[config.mk]
export PLATFORM = sky130hd
export DESIGN_NAME = vpiss_top
export DESIGN_NICKNAME = d
export VERILOG_FILES = /design/src/logic/vpiss_pkg.sv /design/src/logic/vpiss_top.sv /design/src/logic/vpiss_sync.sv
export SDC_FILE = /design/constraint.sdc
export NUM_CORES = 1
export LEC_CHECK = 0
export ABC_AREA = 1
export BUFFER_PORTS_ARGS = -buffer_cell sky130_fd_sc_hd__buf_2
export CAP_MARGIN = 20
export CORE_MARGIN = 4
export CORE_UTILIZATION = 45
export DETAILED_ROUTE_END_ITERATION = 6
export PLACE_DENSITY = 0.72
export RECOVER_POWER = 25
export SLEW_MARGIN = 30
export SYNTH_ARGS = -nofsm -noshare
export SYNTH_HDL_FRONTEND = slang
export SYNTH_SLANG_ARGS = --single-unit
[constraint.sdc]
create_clock -name i_clock -period 1.29 [get_ports i_clock]
set_input_delay 0.258 -clock i_clock [delete_from_list [all_inputs] [get_ports i_clock]]
set_output_delay 0.258 -clock i_clock [all_outputs]
set_load 0.005 [all_outputs]
[src/logic/vpiss_pkg.sv]
package vpiss_pkg;
    // Instruction cycles that pass before the single-step request fires
    localparam logic [1:0] VPISS_STEP_CYCLES = 2'h2;
    // Trap spacing in bytes
    localparam logic [7:0] VPISS_TRAP_STRIDE = 8'h08;
    // Restart opcode base; trap address sits in bits 5:3
    localparam logic [7:0] VPISS_RST_BASE = 8'hC7;
    localparam logic [7:0] VPISS_RST_MASK = 8'h38;
    localparam logic [7:0] VPISS_SS_TRAP = 8'h38;
    localparam logic [7:0] VPISS_RTC_TRAP = 8'h30;
    localparam int VPISS_LEVELS = 8;
    localparam int VPISS_SS_LEVEL = 0;
    localparam int VPISS_RTC_LEVEL = 1;

    typedef enum logic [1:0] {
        VPISS_IDLE = 2'h0,
        VPISS_ARMED = 2'h1,
        VPISS_WAIT2 = 2'h3,
        VPISS_FIRE = 2'h2
    } vpiss_step_t;

    typedef struct packed {
        logic [7:0] req_n;
        logic fetch;
        logic ack;
        logic step_wr;
        logic ext_opt;
    } vpiss_bus_in_t;

    typedef struct packed {
        logic irq;
        logic [7:0] data;
        logic data_oe;
        logic [7:0] trap;
        logic step_busy;
    } vpiss_bus_out_t;
endpackage

[src/logic/vpiss_top.sv]
// What this block does
// - A write to the single-step port arms the step logic and masks all other requests.
// - Once armed, two instruction cycles pass and then a request vectoring to 38H is raised.
// - The single-step request uses level 0, the lowest level, trap 38H.
// - Once its request is acknowledged the step logic clears itself and lifts the mask.
// - Clearing the step logic does not enable interrupts; only the enable instruction does.
// - Level n vectors to (7-n)*8 within the lowest 64 bytes.
// - Trap 0 is shared with the reset entry, so level 7 is rarely usable for devices.
// - In the acknowledge cycle the highest active level wins, level 7 highest.
// - After every acknowledge cycle without the external controller option, all interrupts are disabled.
// - Levels have no individual masks and no nesting; only global on/off, step masking and the strap gate them.
// - With the external controller option, the vectored facility is disabled.
// - The line-frequency tick normally sits on level 1, trap 30H.
`timescale 1ns/1ns
module vpiss_top
    import vpiss_pkg::*;
(
    // Clock and reset
    input wire logic i_clock,
    input wire logic i_rst,
    // Bus request lines, active low, asynchronous
    input wire logic [7:0] i_request_n,
    // Processor status, same clock
    input wire logic i_instr_fetch,
    input wire logic i_vector_acknowledge_cycle,
    input wire logic i_step_port_write,
    input wire logic i_global_irq_on_instruction,
    input wire logic i_global_irq_off_instruction,
    // Strap
    input wire logic i_external_controller_option,
    // Outputs
    output logic o_irq,
    output logic o_irq_enabled,
    output logic [7:0] o_data_in,
    output logic o_data_in_oe,
    output logic o_step_busy
);
    ////////////////////////////////////////////////////////////////////////
    typedef struct packed {
        vpiss_step_t step;
        logic [1:0] count;
        logic ss_req;
        logic inte;
        logic [7:0] data;
        logic data_oe;
    } vpiss_state_t;

    vpiss_state_t state_ff;
    vpiss_state_t nxt_state;
    logic [7:0] req_sync;
    logic [7:0] active;
    logic [2:0] level;
    logic any;

    vpiss_sync #(.WIDTH(VPISS_LEVELS)) u_sync (
        .i_clock(i_clock),
        .i_rst(i_rst),
        .i_async(~i_request_n),
        .o_sync(req_sync)
    );

    ////////////////////////////////////////////////////////////////////////
    // No per-level masks exist; only step masking and the strap gate requests
    always_comb begin
        active = '0;
        if (!i_external_controller_option) begin
            if (state_ff.step != VPISS_IDLE) begin
                active[VPISS_SS_LEVEL] = state_ff.ss_req;
            end else begin
                active = req_sync;
            end
        end
    end

    // Highest level wins; 7 and its trap 0 collide with reset entry
    always_comb begin
        level = 3'h0;
        any = 1'b0;
        for (int i = 0; i < VPISS_LEVELS; i++) begin
            if (active[i]) begin
                level = 3'(i);
                any = 1'b1;
            end
        end
    end

    ////////////////////////////////////////////////////////////////////////
    always_comb begin
        nxt_state = state_ff;
        nxt_state.data_oe = 1'b0;
        if (i_global_irq_on_instruction) begin
            nxt_state.inte = 1'b1;
        end
        if (i_global_irq_off_instruction) begin
            nxt_state.inte = 1'b0;
        end
        case (state_ff.step)
            VPISS_IDLE: begin
                nxt_state.ss_req = 1'b0;
                nxt_state.count = '0;
                if (i_step_port_write) begin
                    nxt_state.step = VPISS_ARMED;
                end
            end
            VPISS_ARMED, VPISS_WAIT2: begin
                if (i_instr_fetch) begin
                    nxt_state.count = state_ff.count + 2'h1;
                    if (state_ff.count + 2'h1 == VPISS_STEP_CYCLES) begin
                        nxt_state.step = VPISS_FIRE;
                        nxt_state.ss_req = 1'b1;
                    end else begin
                        nxt_state.step = VPISS_WAIT2;
                    end
                end
            end
            VPISS_FIRE: begin
                // Request held until taken; then step logic clears
                if (i_vector_acknowledge_cycle) begin
                    nxt_state.step = VPISS_IDLE;
                    nxt_state.ss_req = 1'b0;
                end
            end
            default: begin
                nxt_state.step = VPISS_IDLE;
            end
        endcase
        if (i_vector_acknowledge_cycle && !i_external_controller_option) begin
            nxt_state.inte = 1'b0;
            // Restart opcode carries trap (7-level)*8
            nxt_state.data = VPISS_RST_BASE | ({5'h0, 3'h7 - level} << 3);
            nxt_state.data_oe = any;
        end
    end

    always_ff @(posedge i_clock or posedge i_rst) begin
        if (i_rst) begin
            state_ff <= '{step: VPISS_IDLE, count: 2'h0, ss_req: 1'b0, inte: 1'b0,
                          data: 8'h00, data_oe: 1'b0};
        end else begin
            state_ff <= nxt_state;
        end
    end

    assign o_irq = any & state_ff.inte;
    assign o_irq_enabled = state_ff.inte;
    assign o_data_in = state_ff.data;
    assign o_data_in_oe = state_ff.data_oe;
    assign o_step_busy = state_ff.step != VPISS_IDLE;
endmodule

[src/logic/vpiss_sync.sv]
`timescale 1ns/1ns
module vpiss_sync #(
    parameter int WIDTH = 8
) (
    // Clock and reset
    input wire logic i_clock,
    input wire logic i_rst,
    // Data
    input wire logic [WIDTH-1:0] i_async,
    output logic [WIDTH-1:0] o_sync
);
    logic [WIDTH-1:0] meta_ff;
    logic [WIDTH-1:0] sync_ff;

    // Two stages per bit; first stage feeds only the second
    genvar g;
    generate
        for (g = 0; g < WIDTH; g++) begin : g_bit
            always_ff @(posedge i_clock or posedge i_rst) begin
                if (i_rst) begin
                    meta_ff[g] <= 1'b0;
                    sync_ff[g] <= 1'b0;
                end else begin
                    meta_ff[g] <= i_async[g];
                    sync_ff[g] <= meta_ff[g];
                end
            end
        end
    endgenerate

    assign o_sync = sync_ff;
endmodule

* Word-level counts from Yosys, hierarchy flattened *
Cells that the tools add are included.

cells by class
  equality and inequality tests = 8
  reductions and logical operators = 10
  magnitude comparators = 0
  divide/modulo/power cells = 0
  $mul = 0
  $add $sub $neg = 2
  shift operators = 0
  bitwise logic cells = 2
  muxes and demuxes = 30

operators with widths
  operator               count
  $mux W3                6
  $mux W1                15
  $mux W10               1
  $mux W8                1
  $ne A2 B2 Y1 const B   4
  $not A8 Y8             1
  $mux W7                1
  $eq A2 B2 Y1 const B   3
  $pmux W2 S3            1
  $reduce_and A3 Y1      2
  $mux W5                1
  $mux W2                2
  $pmux W2 S2            1
  $reduce_bool A2 Y1     2
  $pmux W1 S3            1
  $reduce_bool A3 Y1     1
  $sub A3 B3 Y3 const A  1
  $add A2 B1 Y2 const B  1
  $eq A2 B1 Y1 const B   1
  $logic_not A2 Y1       1
  $reduce_and A2 Y1      1
  $reduce_or A2 Y1       1
  $and A1 B1 Y1          1
  $logic_and A1 B1 Y1    1
  $logic_not A1 Y1       1

storage, ports and cells
  input port bits = 16
  bits in writable memories = 0
  output and inout port bits = 12
  bits in latches = 0
  word-level logic and storage cells = 74
  bits in read-only memories = 0
  memories kept = 0
  bits in registers = 30

* Logic depth before layout (Yosys ltp) *
Gate-level depths: netlist (run 1).

  word-level depth = 12
  mapped depth = 9
  gate-level depth less buffers = 9

* By module *
A second synthesis (run 1) with hierarchy kept.

second synthesis, totals
  cell total of the unflattened synthesis = 111
  area, all modules = 1094.8 um^2

by module, submodules not included
  module      times used  area each (um^2)  seq. area each (um^2)  cells each
  vpiss_top   1           690.7             275.3                  94
  vpiss_sync  1           404.1             400.4                  17

* Least setup slack after synthesis (run 1) *
OpenSTA, ideal clock, no wires.

  path type = register to output
  from = reg state_ff[13] (netlist name)
  to = out o_irq
  buffers on the path = 0
  cell stages (with the launch flop) = 6
  setup slack = -0.037 ns
  arrival = 1.069 ns
  data required time = 1.032 ns
  cells stage by stage = dfrtp_1 > nor2_2 > nand2_1 > a21oi_1 > nor2_1 > a21boi_1

on the way
  word-level cells in the longest chain between the ends = 12
  elaborated cells on any way between the ends = 13
  classes of those cells = mux (11); bitwise (1); reduce/logical (1)

RTL lines
  element                 RTL line          RTL
  from (decl)             vpiss_top.sv:48   vpiss_state_t state_ff;
  from (signal assigned)  vpiss_top.sv:137  state_ff <= '{step: VPISS_IDLE, count: 2'h0, ss_req: 1'b0, inte: 1'b0,
  from (signal assigned)  vpiss_top.sv:140  state_ff <= nxt_state;
  $reduce_bool A2 Y1 (*)  vpiss_top.sv:67   if (state_ff.step != VPISS_IDLE) begin
  $mux W1                 vpiss_top.sv:67
  $mux W8 (*)             vpiss_top.sv:66   if (!i_external_controller_option) begin
  $mux W1 (7 in a row)    vpiss_top.sv:80   if (active[i]) begin
  $mux W1 (*)             vpiss_top.sv:80
  $and A1 B1 Y1 (*)       vpiss_top.sv:144  assign o_irq = any & state_ff.inte;
  to (decl)               vpiss_top.sv:32   output logic o_irq,

Every way passes the cells marked *; elsewhere a longest branch is shown, timed or not.

* Worst setup path in the final report (run 1) *
Same ends and word-level chain as after synthesis.

==> flow_summary.html, run 1 <==
<table>
<tr><th>Metric</th><th>Value</th></tr>
<tr><th colspan="2">Final layout</th></tr>
<tr><td>Final instance count without filler cells</td><td>178</td></tr>
<tr><td>Register cell area after layout</td><td>677 um2</td></tr>
<tr><td>Final #Nets</td><td>168</td></tr>
<tr><td>Fill count</td><td>204</td></tr>
<tr><td>Layout Cell Area excl Fill</td><td>1400 um2</td></tr>
<tr><td>Area occupied by multi-input gates</td><td>305 um2</td></tr>
<tr><td>Area added between synthesis and finish</td><td>28.6%</td></tr>
<tr><td>Antenna Cells</td><td>0</td></tr>
<tr><td>Fraction of final layout cells sized beyond drive strength 1</td><td>41.3%</td></tr>
<tr><th colspan="2">Clock network</th></tr>
<tr><td>CTS tree</td><td>built</td></tr>
<tr><td>Clock sink count</td><td>27</td></tr>
<tr><td>Root buf cell</td><td>sky130_fd_sc_hd__clkbuf_4</td></tr>
<tr><td>TritonCTS buffer count</td><td>3</td></tr>
<tr><td>Clock input transition at the sequential cells of the worst setup and hold paths</td><td>0.13 ns</td></tr>
<tr><td>Clock Latency Late Sink</td><td>0.31 ns</td></tr>
<tr><td>H-tree depth</td><td>1</td></tr>
<tr><td>Longest Clk Path Bufs</td><td>2</td></tr>
<tr><th colspan="2">GRT</th></tr>
<tr><td>Remaining global-route overflow</td><td>0</td></tr>
<tr><td>Met1 Usage GRT</td><td>13.3%</td></tr>
<tr><td>Pin count of the biggest net entering global routing</td><td>28</td></tr>
<tr><td>Wire length of the first global-routing pass</td><td>3090 um</td></tr>
<tr><td>Routing usage on met2</td><td>21.9%</td></tr>
<tr><td>Initial antenna violation count</td><td>0</td></tr>
<tr><td>Total global-route track usage</td><td>11.9%</td></tr>
<tr><td>Global-route layer with the greatest usage</td><td>met2</td></tr>
<tr><td>Met3 usage in global routing</td><td>2.94%</td></tr>
<tr><td>Number of global-route vias before repair</td><td>783</td></tr>
<tr><th colspan="2">Placed design</th></tr>
<tr><td>Total cell area at the placement stage</td><td>1270 um2</td></tr>
<tr><td>Post-detail-place hpwl</td><td>1390 um</td></tr>
<tr><td>Placed cell count</td><td>168</td></tr>
<tr><td>Number of port buffers</td><td>27</td></tr>
<tr><td>Routability Congestion</td><td>0.827</td></tr>
<tr><th colspan="2">Timing</th></tr>
<tr><td>Count of endpoints failing hold in the final timing report</td><td>0</td></tr>
<tr><td>Period utilization</td><td>138%</td></tr>
<tr><td>Fin Clk Skew</td><td>0.00544 ns</td></tr>
<tr><td>Final setup violation count</td><td>3</td></tr>
<tr><td>Max Transition Viols Final</td><td>0</td></tr>
<tr><td>Fmax</td><td>562 MHz</td></tr>
<tr><td>Post-Route Hold Slack</td><td>0.0602 ns</td></tr>
<tr><td>Final period demand of the worst path</td><td>1.78 ns</td></tr>
<tr><td>Max transition margin</td><td>78.5%</td></tr>
<tr><td>Slew @ Worst Pin</td><td>0.323 ns</td></tr>
<tr><td>RSZ-0062 raised after global routing</td><td>yes</td></tr>
<tr><td>Final WS setup</td><td>-0.489 ns</td></tr>
<tr><th colspan="2">Synthesis</th></tr>
<tr><td>Count of unique library cells instantiated by Yosys</td><td>19</td></tr>
<tr><td>Fraction of the yosys area taken by sequential cells</td><td>62.3%</td></tr>
<tr><td>Primary flip-flop cell chosen by synthesis mapping</td><td>sky130_fd_sc_hd__dfrtp_1</td></tr>
<tr><td>Post-synthesis sequential element count</td><td>27</td></tr>
<tr><td>Cell with the most instances after synthesis</td><td>sky130_fd_sc_hd__dfrtp_1</td></tr>
<tr><td>Post-synthesis cell count</td><td>111</td></tr>
<tr><td>Async SR Flop Fraction</td><td>100%</td></tr>
<tr><td>Cell type with the highest aggregate area in the netlist</td><td>sky130_fd_sc_hd__dfrtp_1</td></tr>
<tr><td>Top cell type's share of synthesized area</td><td>62.3%</td></tr>
<tr><td>Total nets after synthesis</td><td>128</td></tr>
<tr><td>Synth top cells by count</td><td>sky130_fd_sc_hd__dfrtp_1 (27), sky130_fd_sc_hd__nand2_1 (26), sky130_fd_sc_hd__inv_1 (18), sky130_fd_sc_hd__buf_4 (8), sky130_fd_sc_hd__a21oi_1 (7)</td></tr>
<tr><td>Number of enable-type register cells in the synthesized netlist</td><td>0</td></tr>
<tr><td>Cell area after synthesis</td><td>1080 um2</td></tr>
<tr><td>Number of warnings issued by yosys</td><td>0</td></tr>
<tr><td>Biggest area contributors in the synthesized netlist</td><td>sky130_fd_sc_hd__dfrtp_1 (62%), sky130_fd_sc_hd__nand2_1 (9.0%), sky130_fd_sc_hd__inv_1 (6.2%)</td></tr>
<tr><td>Synth Area per Inst</td><td>9.77 um2</td></tr>
<tr><th colspan="2">Power and ir drop</th></tr>
<tr><td>Clock share of power</td><td>13.6%</td></tr>
<tr><td>Pint</td><td>1670 uW</td></tr>
<tr><td>P_leak</td><td>0.000757 uW</td></tr>
<tr><td>Share of power burned in registers</td><td>42.6%</td></tr>
<tr><td>Power spent charging and discharging nets</td><td>846 uW</td></tr>
<tr><td>Fraction of power consumed by combinational cells</td><td>43.8%</td></tr>
<tr><td>Power per unit of standard cell area</td><td>1800 nW/um2</td></tr>
<tr><td>Proportion of total power due to net switching</td><td>33.7%</td></tr>
<tr><td>Peak ir drop on the vdd network</td><td>1320 uV</td></tr>
<tr><th colspan="2">Setup path</th></tr>
<tr><td>Slowest stage cell, crit path</td><td>sky130_fd_sc_hd__dfrtp_2</td></tr>
<tr><td>Critical Path RT</td><td>1.03 ns</td></tr>
<tr><td>Biggest fanout along the worst timing path</td><td>5</td></tr>
<tr><td>Worst-path cell chain</td><td>inv_2 -&gt; nand2_4 -&gt; nor2_4 -&gt; o21ai_1 -&gt; nand2_1 -&gt; nor2_1 -&gt; a21boi_1 -&gt; buf_2</td></tr>
<tr><td>Endpoint class of the critical path</td><td>primary output</td></tr>
<tr><td>Delay-heaviest family, CP</td><td>flip-flops</td></tr>
<tr><td>Peak per-stage delay on the critical path</td><td>0.47 ns</td></tr>
<tr><td>Data arrival, critical path</td><td>1.52 ns</td></tr>
<tr><td>Nature of the critical path startpoint</td><td>flop</td></tr>
<tr><td>Critical path class</td><td>reg2out</td></tr>
<tr><td>CP bufs+invs</td><td>2</td></tr>
<tr><th colspan="2">Drt</th></tr>
<tr><td>Routed via count</td><td>802</td></tr>
<tr><td>Aggregate routed wire length</td><td>1830 um</td></tr>
<tr><td>DRC violation count after routing</td><td>0</td></tr>
<tr><td>Vias per cell</td><td>4.51</td></tr>
<tr><td>Post-route antenna net violation count</td><td>0</td></tr>
<tr><td>Wirelength per Cell</td><td>10.3 um</td></tr>
<tr><td>Iter 0 DRT Violations</td><td>13</td></tr>
<tr><td>1st-pass router iterations</td><td>4</td></tr>
<tr><th colspan="2">Status</th></tr>
<tr><td>Violated checks</td><td>negative setup slack</td></tr>
<tr><td>Outcome</td><td>complete, but fails checks</td></tr>
<tr><th colspan="2">Floorplanning</th></tr>
<tr><td>Effective utilization at floorplan</td><td>48.1%</td></tr>
<tr><td>Top-Level Pins</td><td>28</td></tr>
<tr><td>Vert. Die Dim</td><td>57.1 um</td></tr>
<tr><td>Die outline area</td><td>3260 um2</td></tr>
<tr><td>Width of the die</td><td>57.1 um</td></tr>
<tr><td>Core Footprint</td><td>2250 um2</td></tr>
<tr><td>Row count</td><td>17</td></tr>
<tr><th colspan="2">Run</th></tr>
<tr><td>Max-capacitance violation count</td><td>0</td></tr>
<tr><th colspan="2">Min path</th></tr>
<tr><td>HP Class</td><td>in2reg</td></tr>
</table>
-- timing repair --
action | in CTS | in global routing
pin swaps | 0 | 2
resized for setup | 3 | 12
hold buffers | 1 | 0
endpoints found under the hold margin | 27 | 0
setup endpoints to repair | 2 | 8
buffers inserted | 1 | 4
-- cell usage in the layout (no fill, tap or decap), types with 2 or more instances in the layout --
| master | n |
|---|---|
| sky130_fd_sc_hd__nor2_1 | 6 |
| sky130_fd_sc_hd__o21ai_1 | 2 |
| sky130_fd_sc_hd__inv_1 | 15 |
| sky130_fd_sc_hd__nand2_4 | 2 |
| sky130_fd_sc_hd__o21ai_0 | 2 |
| sky130_fd_sc_hd__nor2_4 | 3 |
| sky130_fd_sc_hd__buf_4 | 11 |
| sky130_fd_sc_hd__buf_2 | 26 |
| sky130_fd_sc_hd__inv_2 | 4 |
| sky130_fd_sc_hd__nor2_2 | 2 |
| sky130_fd_sc_hd__nand2_1 | 24 |
| sky130_fd_sc_hd__dfrtp_1 | 26 |
| sky130_fd_sc_hd__a21oi_1 | 6 |
| sky130_fd_sc_hd__clkbuf_4 | 3 |
| sky130_fd_sc_hd__buf_6 | 5 |
-- power by group through the flow --
stage	registers (uW)	logic (uW)	clock network [uW]
finish	1070	1100	342
CTS	1070	895	362
floorplan	1070	499	0
global placement	1070	777	0
detailed placement	1080	820	0
global route	1090	1220	391
-- cell type report --
type,instances,share of cell area [%]
clock buffers,3,1.61
inverters,19,5.11
repair buffers,43,20.0
well taps,28,2.51
flip-flops and latches,27,48.5
clock inverters,1,0.359
multi-input cells,57,21.9
-- flip-flops by register name (all words and copies together) (netlist names) --
register / count
o_data_in: 4
u_sync.meta_ff: 8
o_irq_enabled: 1
state_ff: 5
u_sync.o_sync: 8
o_data_in_oe: 1
-- final timing paths --
path                                                  start                           to  slack, ns  depth (start not counted)
worst max-delay path               state_ff[13]$_DFFE_PP0P_                        o_irq      -0.49                          8
min in group asynchronous                             i_rst   u_sync.o_sync[2]$_DFF_PP0_       0.51                          4
worst min register to register  u_sync.meta_ff[2]$_DFF_PP0_   u_sync.o_sync[2]$_DFF_PP0_       0.36                          0
worst min-delay path                         i_request_n[3]  u_sync.meta_ff[3]$_DFF_PP0_       0.06                          2
worst max register to register     state_ff[13]$_DFFE_PP0P_     state_ff[10]$_DFFE_PP0P_      -0.02                          8
max in group asynchronous                             i_rst     state_ff[13]$_DFFE_PP0P_       0.51                          4
-- cells by family after synthesis --
| group | synth area share, % |
|---|---|
| fa+ha+maj | 1.15 |
| flops | 62.3 |
| buf+inv | 12.1 |
| compound gates | 6.81 |
| simple gates | 17.6 |
-- per-layer routing --
metal	up-vias	routed length, um
met1	366	775
met2	29	896
met5	-	0
li1	405	-
met3	2	148
met4	0	8
-- through the flow --
stage / setup slack [ns] / utilization [%] / setup TNS [ns] / total power [uW]
2_1_floorplan: -0.00641 / - / -0.00641 / 1570
3_3_place_gp: -0.0947 / 56.5 / -0.0947 / 1850
3_5_place_dp: -0.138 / 56.5 / -0.138 / 1900
4_1_cts: -0.511 / 59.0 / -0.758 / 2320
5_1_grt: -0.617 / 61.9 / -1.31 / 2690
6_report: -0.489 / 61.9 / -0.833 / 2510
(Power assumes the default switching activity.)
==> run 2, diff against run 1 <==
- ABC_AREA: 1 -> default
- PLACE_DENSITY: 0.72 -> 0.73
==> flow_summary.html, run 2 <==
<table>
<tr><th>Metric</th><th>Value</th></tr>
<tr><th colspan="2">Status</th></tr>
<tr><td>Outcome</td><td>complete, but fails checks</td></tr>
<tr><td>Violated checks</td><td>negative setup slack</td></tr>
<tr><th colspan="2">Setup path</th></tr>
<tr><td>Biggest fanout along the worst timing path</td><td>4</td></tr>
<tr><td>Nature of the critical path startpoint</td><td>flop</td></tr>
<tr><td>Endpoint class of the critical path</td><td>primary output</td></tr>
<tr><td>Slowest stage cell, crit path</td><td>sky130_fd_sc_hd__dfrtp_2</td></tr>
<tr><td>Worst-path cell chain</td><td>nor3_4 -&gt; o21ai_1 -&gt; o311a_1 -&gt; nor2b_2 -&gt; buf_2</td></tr>
<tr><td>Critical Path RT</td><td>1.03 ns</td></tr>
<tr><td>Worst-case register-to-register setup slack</td><td>-0.11 ns</td></tr>
<tr><td>Endpoint of the worst setup timing path</td><td>o_irq</td></tr>
<tr><td>CP Launch Point</td><td>state_ff[13]$_DFFE_PP0P_</td></tr>
<tr><td>Data arrival, critical path</td><td>1.63 ns</td></tr>
<tr><td>Reg2reg start</td><td>state_ff[13]$_DFFE_PP0P_</td></tr>
<tr><td>Peak per-stage delay on the critical path</td><td>0.49 ns</td></tr>
<tr><td>R2R Path End</td><td>o_data_in[4]$_DFFE_PP0P_</td></tr>
<tr><td>Critical path class</td><td>reg2out</td></tr>
<tr><td>Reg2Reg Depth</td><td>5</td></tr>
<tr><th colspan="2">Floorplanning</th></tr>
<tr><td>Vert. Die Dim</td><td>56.6 um</td></tr>
<tr><td>Die outline area</td><td>3210 um2</td></tr>
<tr><td>Core Footprint</td><td>2230 um2</td></tr>
<tr><td>Width of the die</td><td>56.6 um</td></tr>
<tr><td>Row count</td><td>17</td></tr>
<tr><td>Top-Level Pins</td><td>28</td></tr>
<tr><td>Effective utilization at floorplan</td><td>47.7%</td></tr>
<tr><th colspan="2">Timing</th></tr>
<tr><td>Max Transition Viols Final</td><td>0</td></tr>
<tr><td>Final WS setup</td><td>-0.603 ns</td></tr>
<tr><td>Count of endpoints failing hold in the final timing report</td><td>0</td></tr>
<tr><td>Summed negative setup slack over all endpoints</td><td>-0.980 ns</td></tr>
<tr><td>Max transition margin</td><td>78.8%</td></tr>
<tr><td>RSZ-0062 raised after global routing</td><td>yes</td></tr>
<tr><td>Final period demand of the worst path</td><td>1.89 ns</td></tr>
<tr><td>Fin Clk Skew</td><td>0.00398 ns</td></tr>
<tr><td>Fmax</td><td>528 MHz</td></tr>
<tr><td>Post-Route Hold Slack</td><td>0.0659 ns</td></tr>
<tr><td>Slew @ Worst Pin</td><td>0.319 ns</td></tr>
<tr><td>Period utilization</td><td>147%</td></tr>
<tr><td>Final setup violation count</td><td>5</td></tr>
<tr><th colspan="2">Synthesis</th></tr>
<tr><td>Top cell type's share of synthesized area</td><td>63.5%</td></tr>
<tr><td>Total nets after synthesis</td><td>108</td></tr>
<tr><td>Post-synthesis cell count</td><td>91</td></tr>
<tr><td>Async SR Flop Fraction</td><td>100%</td></tr>
<tr><td>Number of warnings issued by yosys</td><td>0</td></tr>
<tr><td>Post-synthesis sequential element count</td><td>27</td></tr>
<tr><td>Cell type with the highest aggregate area in the netlist</td><td>sky130_fd_sc_hd__dfrtp_1</td></tr>
<tr><td>Number of enable-type register cells in the synthesized netlist</td><td>0</td></tr>
<tr><td>Cell with the most instances after synthesis</td><td>sky130_fd_sc_hd__dfrtp_1</td></tr>
<tr><td>Synth top cells by count</td><td>sky130_fd_sc_hd__dfrtp_1 (27), sky130_fd_sc_hd__inv_1 (13), sky130_fd_sc_hd__buf_4 (8), sky130_fd_sc_hd__nand2_1 (6), sky130_fd_sc_hd__nor2_1 (6)</td></tr>
<tr><td>Primary flip-flop cell chosen by synthesis mapping</td><td>sky130_fd_sc_hd__dfrtp_1</td></tr>
<tr><td>Biggest area contributors in the synthesized netlist</td><td>sky130_fd_sc_hd__dfrtp_1 (63%), sky130_fd_sc_hd__buf_4 (5.6%), sky130_fd_sc_hd__inv_1 (4.6%)</td></tr>
<tr><td>Synth Area per Inst</td><td>11.7 um2</td></tr>
<tr><td>Count of unique library cells instantiated by Yosys</td><td>24</td></tr>
<tr><td>Cell area after synthesis</td><td>1060 um2</td></tr>
<tr><td>Fraction of the yosys area taken by sequential cells</td><td>63.5%</td></tr>
<tr><th colspan="2">Min path</th></tr>
<tr><td>Number of stages on the worst hold path</td><td>2</td></tr>
<tr><td>HP Class</td><td>in2reg</td></tr>
<tr><th colspan="2">Drt</th></tr>
<tr><td>Post-route antenna net violation count</td><td>0</td></tr>
<tr><td>Iter 0 DRT Violations</td><td>4</td></tr>
<tr><td>Vias per cell</td><td>4.55</td></tr>
<tr><td>Routed via count</td><td>696</td></tr>
<tr><td>Met2 Routed Length</td><td>978 um</td></tr>
<tr><td>Routed met3 length</td><td>96 um</td></tr>
<tr><td>Met1 WL</td><td>698 um</td></tr>
<tr><td>Wirelength per Cell</td><td>11.9 um</td></tr>
<tr><td>Aggregate routed wire length</td><td>1820 um</td></tr>
<tr><td>Top routing layer in use</td><td>met4</td></tr>
<tr><td>1st-pass router iterations</td><td>4</td></tr>
<tr><td>DRC violation count after routing</td><td>0</td></tr>
<tr><th colspan="2">GRT</th></tr>
<tr><td>Pin count of the biggest net entering global routing</td><td>28</td></tr>
<tr><td>Remaining global-route overflow</td><td>0</td></tr>
<tr><td>Total global-route track usage</td><td>12.8%</td></tr>
<tr><td>Number of global-route vias before repair</td><td>728</td></tr>
<tr><td>Initial antenna violation count</td><td>0</td></tr>
<tr><td>Wire length of the first global-routing pass</td><td>3220 um</td></tr>
<tr><th colspan="2">Power and ir drop</th></tr>
<tr><td>P_leak</td><td>0.000651 uW</td></tr>
<tr><td>Pint</td><td>1490 uW</td></tr>
<tr><td>Power per unit of standard cell area</td><td>1650 nW/um2</td></tr>
<tr><td>Share of power burned in registers</td><td>51.5%</td></tr>
<tr><td>Proportion of total power due to net switching</td><td>31.5%</td></tr>
<tr><td>Clock share of power</td><td>15.6%</td></tr>
<tr><td>Peak ir drop on the vdd network</td><td>814 uV</td></tr>
<tr><td>Fraction of power consumed by combinational cells</td><td>32.9%</td></tr>
<tr><td>Power spent charging and discharging nets</td><td>686 uW</td></tr>
<tr><th colspan="2">Clock network</th></tr>
<tr><td>TritonCTS buffer count</td><td>3</td></tr>
<tr><td>H-tree depth</td><td>1</td></tr>
<tr><td>Clock sink count</td><td>27</td></tr>
<tr><td>CTS tree</td><td>built</td></tr>
<tr><td>Clock Latency Late Sink</td><td>0.31 ns</td></tr>
<tr><td>Clock input transition at the sequential cells of the worst setup and hold paths</td><td>0.13 ns</td></tr>
<tr><td>Root buf cell</td><td>sky130_fd_sc_hd__clkbuf_4</td></tr>
<tr><td>Longest Clk Path Bufs</td><td>2</td></tr>
<tr><th colspan="2">Final layout</th></tr>
<tr><td>Fraction of final layout cells sized beyond drive strength 1</td><td>43.2%</td></tr>
<tr><td>Final instance count without filler cells</td><td>153</td></tr>
<tr><td>Area added between synthesis and finish</td><td>24.2%</td></tr>
<tr><td>Top library cells by usage in the layout, fill and taps aside</td><td>sky130_fd_sc_hd__buf_2 (27), sky130_fd_sc_hd__dfrtp_1 (25), sky130_fd_sc_hd__inv_1 (12)</td></tr>
<tr><td>Most common cell after layout, fill and taps aside</td><td>sky130_fd_sc_hd__buf_2</td></tr>
<tr><td>Final #Nets</td><td>143</td></tr>
<tr><td>Antenna Cells</td><td>0</td></tr>
<tr><th colspan="2">Placed design</th></tr>
<tr><td>Placed cell count</td><td>144</td></tr>
<tr><td>Worst slack at placement</td><td>-0.261 ns</td></tr>
<tr><td>Number of port buffers</td><td>27</td></tr>
<tr><td>Routability Congestion</td><td>0.858</td></tr>
<tr><th colspan="2">Run</th></tr>
<tr><td>Max-capacitance violation count</td><td>0</td></tr>
</table>
==> run 2: cell types whose count changed after synthesis, moves of 3 or more <==
cell	delta
sky130_fd_sc_hd__a21oi_1	-4
sky130_fd_sc_hd__inv_1	-5
sky130_fd_sc_hd__nand2b_1	+3
sky130_fd_sc_hd__nor2_2	-4
sky130_fd_sc_hd__nand2_1	-20
==> run 2: worst max-delay path, delay by kind of cell (launching register included) <==
family,cells,cell delay (ns)
compound gates,2,0.30
buf+inv,1,0.14
flops,1,0.49
simple gates,2,0.41
==> run 2: per-stage QoR <==
step	total power, uW	util, %	area [um2]
floorplan	1550	-	1060
global placement	1670	54.4	1210
detailed placement	1700	54.4	1210
CTS	2150	58.4	1300
global route	2350	59.2	1320
finish	2180	59.2	1320
==> run 2: power groups by stage <==
stage | clock network (uW) | registers (uW) | logic (uW)
after floorplan | 0 | 1070 | 482
after global placement | 0 | 1120 | 558
after detailed placement | 0 | 1130 | 569
after CTS | 355 | 1120 | 680
after global routing | 401 | 1140 | 809
final | 339 | 1120 | 716
==> run 2: how the worst min path moves through the flow <==
| stage | from | to | slack (ns) |
|---|---|---|---|
| 2_1_floorplan | i_rst | o_data_in[2]$_DFFE_PP0P_ | 0.31 |
| 3_3_place_gp | i_rst | u_sync.meta_ff[0]$_DFF_PP0_ | 0.32 |
| 3_5_place_dp | i_rst | u_sync.meta_ff[0]$_DFF_PP0_ | 0.33 |
| 4_1_cts | i_request_n[6] | u_sync.meta_ff[6]$_DFF_PP0_ | 0.06 |
| 5_1_grt | i_request_n[1] | u_sync.meta_ff[1]$_DFF_PP0_ | 0.04 |
| 6_report | i_request_n[6] | u_sync.meta_ff[6]$_DFF_PP0_ | 0.07 |
==> run 2: cells by family after synthesis <==
kind of cell	count (synthesis)	synth area share [%]
AO/OA/AOI/OAI	17	10.1
XOR/XNOR	1	0.823
adder cells (fa/ha/maj)	1	1.17
buffers and inverters	24	12.8
flip-flops	27	63.5
multiplexers	1	1.06
AND/OR/NAND/NOR	20	10.6
==> run 2: area by class of cell <==
class                      count  area (um2)
fill                         188         911
multi-input combinational     40         283
clock inverter                 1        5.00
tap                           28        35.0
timing repair buffer          41         250
sequential                    27         678
inverter                      13        48.8
clock buffer                   3        22.5
==> run 2: metal layers <==
layer  track usage (%)  vias up
met2              23.3       16
li1                  -      353
met3              2.76        4
met4              5.08        0
met1              14.3      323
met5                 0        -
==> run 2: timing repair <==
item / in CTS / in global routing
pin swaps: 4 / 2
setup buffers: 3 / 1
endpoints found under the setup margin: 5 / 4
hold buffers: 1 / 0
resized for setup: 9 / 1
endpoints found under the hold margin: 27 / 0
==> run 3, diff against run 2 <==
- CORE_UTILIZATION: 45 -> 53
- CTS_BUF_LIST: default -> sky130_fd_sc_hd__clkbuf_2 sky130_fd_sc_hd__clkbuf_4 sky130_fd_sc_hd__clkbuf_8
- HOLD_SLACK_MARGIN: default -> 0.05
- PLACE_DENSITY: 0.73 -> 0.8
- clock period: 1.29 -> 1.82 ns (I/O delays scaled with it)
==> flow_summary.html, run 3 (same netlist as run 2, synthesis figures left out) <==
<table>
<tr><th>Metric</th><th>Value</th></tr>
<tr><th colspan="2">Placed design</th></tr>
<tr><td>Post-detail-place hpwl</td><td>1250 um</td></tr>
<tr><td>Placed cell count</td><td>134</td></tr>
<tr><td>Number of port buffers</td><td>27</td></tr>
<tr><td>Routability Congestion</td><td>0.953</td></tr>
<tr><td>Total cell area at the placement stage</td><td>1160 um2</td></tr>
<tr><th colspan="2">Setup path</th></tr>
<tr><td>Delay-heaviest family, CP</td><td>compound AO/OA/AOI/OAI gates</td></tr>
<tr><td>Worst-path cell chain</td><td>o41ai_2 -&gt; o311a_1 -&gt; nor2b_2 -&gt; buf_2</td></tr>
<tr><td>Critical Path RT</td><td>1.46 ns</td></tr>
<tr><td>Peak per-stage delay on the critical path</td><td>0.43 ns</td></tr>
<tr><td>Endpoint class of the critical path</td><td>primary output</td></tr>
<tr><td>Data arrival, critical path</td><td>1.57 ns</td></tr>
<tr><td>Critical path class</td><td>reg2out</td></tr>
<tr><td>Biggest fanout along the worst timing path</td><td>2</td></tr>
<tr><td>Slowest stage cell, crit path</td><td>sky130_fd_sc_hd__dfrtp_1</td></tr>
<tr><td>Nature of the critical path startpoint</td><td>flop</td></tr>
<tr><td>CP bufs+invs</td><td>1</td></tr>
<tr><th colspan="2">Clock network</th></tr>
<tr><td>CTS tree</td><td>built</td></tr>
<tr><td>TritonCTS buffer count</td><td>3</td></tr>
<tr><td>Root buf cell</td><td>sky130_fd_sc_hd__clkbuf_4</td></tr>
<tr><td>Clock input transition at the sequential cells of the worst setup and hold paths</td><td>0.13 ns</td></tr>
<tr><td>Clock sink count</td><td>27</td></tr>
<tr><td>Longest Clk Path Bufs</td><td>2</td></tr>
<tr><td>Clock Latency Late Sink</td><td>0.30 ns</td></tr>
<tr><td>H-tree depth</td><td>1</td></tr>
<tr><th colspan="2">Status</th></tr>
<tr><td>Violated checks</td><td>negative setup slack</td></tr>
<tr><td>Outcome</td><td>complete, but fails checks</td></tr>
<tr><th colspan="2">Floorplanning</th></tr>
<tr><td>Effective utilization at floorplan</td><td>58.5%</td></tr>
<tr><td>Top-Level Pins</td><td>28</td></tr>
<tr><td>Row count</td><td>15</td></tr>
<tr><td>Die outline area</td><td>2790 um2</td></tr>
<tr><td>Vert. Die Dim</td><td>52.8 um</td></tr>
<tr><td>Core Footprint</td><td>1820 um2</td></tr>
<tr><td>Width of the die</td><td>52.8 um</td></tr>
<tr><th colspan="2">Timing</th></tr>
<tr><td>Max transition margin</td><td>9.89%</td></tr>
<tr><td>Fin Clk Skew</td><td>0.00269 ns</td></tr>
<tr><td>Final WS setup</td><td>-0.119 ns</td></tr>
<tr><td>Final period demand of the worst path</td><td>1.94 ns</td></tr>
<tr><td>RSZ-0062 raised after global routing</td><td>yes</td></tr>
<tr><td>Max Transition Viols Final</td><td>0</td></tr>
<tr><td>Period utilization</td><td>107%</td></tr>
<tr><td>Count of endpoints failing hold in the final timing report</td><td>0</td></tr>
<tr><td>Fmax</td><td>516 MHz</td></tr>
<tr><td>Summed negative setup slack over all endpoints</td><td>-0.119 ns</td></tr>
<tr><td>Slew @ Worst Pin</td><td>1.35 ns</td></tr>
<tr><td>Final setup violation count</td><td>1</td></tr>
<tr><th colspan="2">Final layout</th></tr>
<tr><td>Layout Cell Area excl Fill</td><td>1240 um2</td></tr>
<tr><td>Fraction of final layout cells sized beyond drive strength 1</td><td>36.8%</td></tr>
<tr><td>Fill count</td><td>137</td></tr>
<tr><td>Antenna Cells</td><td>0</td></tr>
<tr><td>Top library cells by usage in the layout, fill and taps aside</td><td>sky130_fd_sc_hd__buf_2 (27), sky130_fd_sc_hd__dfrtp_1 (25), sky130_fd_sc_hd__inv_1 (13)</td></tr>
<tr><td>Final Core Density</td><td>68.0%</td></tr>
<tr><td>Most common cell after layout, fill and taps aside</td><td>sky130_fd_sc_hd__buf_2</td></tr>
<tr><td>Area added between synthesis and finish</td><td>16.2%</td></tr>
<tr><td>Final instance count without filler cells</td><td>142</td></tr>
<tr><td>Final #Nets</td><td>135</td></tr>
<tr><th colspan="2">Drt</th></tr>
<tr><td>Vias per cell</td><td>4.83</td></tr>
<tr><td>Post-route antenna net violation count</td><td>0</td></tr>
<tr><td>1st-pass router iterations</td><td>4</td></tr>
<tr><td>Iter 0 DRT Violations</td><td>20</td></tr>
<tr><td>DRC violation count after routing</td><td>0</td></tr>
<tr><td>Wirelength per Cell</td><td>11.9 um</td></tr>
<tr><td>Aggregate routed wire length</td><td>1690 um</td></tr>
<tr><td>Routed via count</td><td>686</td></tr>
<tr><th colspan="2">Power and ir drop</th></tr>
<tr><td>Power per unit of standard cell area</td><td>1220 nW/um2</td></tr>
<tr><td>P_leak</td><td>0.000610 uW</td></tr>
<tr><td>Peak ir drop on the vdd network</td><td>661 uV</td></tr>
<tr><td>Power after layout</td><td>1500 uW</td></tr>
<tr><th colspan="2">GRT</th></tr>
<tr><td>Remaining global-route overflow</td><td>0</td></tr>
<tr><td>Total global-route track usage</td><td>14.3%</td></tr>
<tr><td>Initial antenna violation count</td><td>0</td></tr>
<tr><td>Number of global-route vias before repair</td><td>659</td></tr>
<tr><td>Wire length of the first global-routing pass</td><td>2850 um</td></tr>
<tr><td>Pin count of the biggest net entering global routing</td><td>28</td></tr>
<tr><th colspan="2">Run</th></tr>
<tr><td>Max-capacitance violation count</td><td>0</td></tr>
<tr><th colspan="2">Min path</th></tr>
<tr><td>HP Class</td><td>in2reg</td></tr>
</table>
-- run 3: repair_timing --
action	CTS	global route
setup endpoints to repair	1	1
gates resized for setup	3	0
setup buffers	4	0
pin swaps	3	0
gates cloned	0	0
hold buffers	0	0
-- run 3: layer usage --
layer / vias to the layer above / global-route usage, % / wire length [um]
li1: 336 / - / -
met1: 320 / 16.3 / 662
met2: 26 / 22.9 / 890
met3: 4 / 4.56 / 108
met4: 0 / 9.36 / 24
met5: - / 0 / 0
-- run 3: path summary, 6_finish.rpt --
path                            slack [ns]  cells past startpoint                   startpoint                          end
worst max-delay path                 -0.12                      4   u_sync.o_sync[7]$_DFF_PP0_                        o_irq
min in group asynchronous             0.48                      3                        i_rst  u_sync.meta_ff[1]$_DFF_PP0_
worst max register to register        0.50                      4     state_ff[13]$_DFFE_PP0P_     o_data_in[3]$_DFFE_PP0P_
worst min-delay path                  0.17                      2               i_request_n[5]  u_sync.meta_ff[5]$_DFF_PP0_
worst min register to register        0.36                      0  u_sync.meta_ff[0]$_DFF_PP0_   u_sync.o_sync[0]$_DFF_PP0_
max in group asynchronous             0.46                      3                        i_rst     state_ff[13]$_DFFE_PP0P_
-- run 3: cell type report --
class	count	area, um2	area share [%]
clock buffers	4	30.0	2.43
inverters	13	48.8	3.94
multi-input cells	40	260	21.0
flip-flops and latches	27	678	54.8
well taps	25	31.3	2.53
repair buffers	33	189	15.3
-- run 3: worst reg2reg max path: stages, from the launching register on --
cell,delay [ns]
sky130_fd_sc_hd__dfrtp_2,0.48
sky130_fd_sc_hd__buf_4,0.18
sky130_fd_sc_hd__nor4_1,0.26
sky130_fd_sc_hd__o21ai_0,0.13
sky130_fd_sc_hd__a22o_1,0.18
-- run 3: power by group --
part | leakage (uW) | internal [uW] | total, uW | switching [uW]
clock | 0.0000184 | 100 | 255 | 155
sequential | 0.000314 | 699 | 793 | 93.7
combinational | 0.000277 | 245 | 456 | 211
total | 0.000610 | 1040 | 1500 | 460
-- run 3: stage by stage --
step	setup WS, ns	hold slack [ns]
5_1_grt	-0.219	0.151
6_report	-0.119	0.174
4_1_cts	-0.121	0.0772
2_1_floorplan	0.369	0.331
3_5_place_dp	0.141	0.335
3_3_place_gp	0.219	0.331
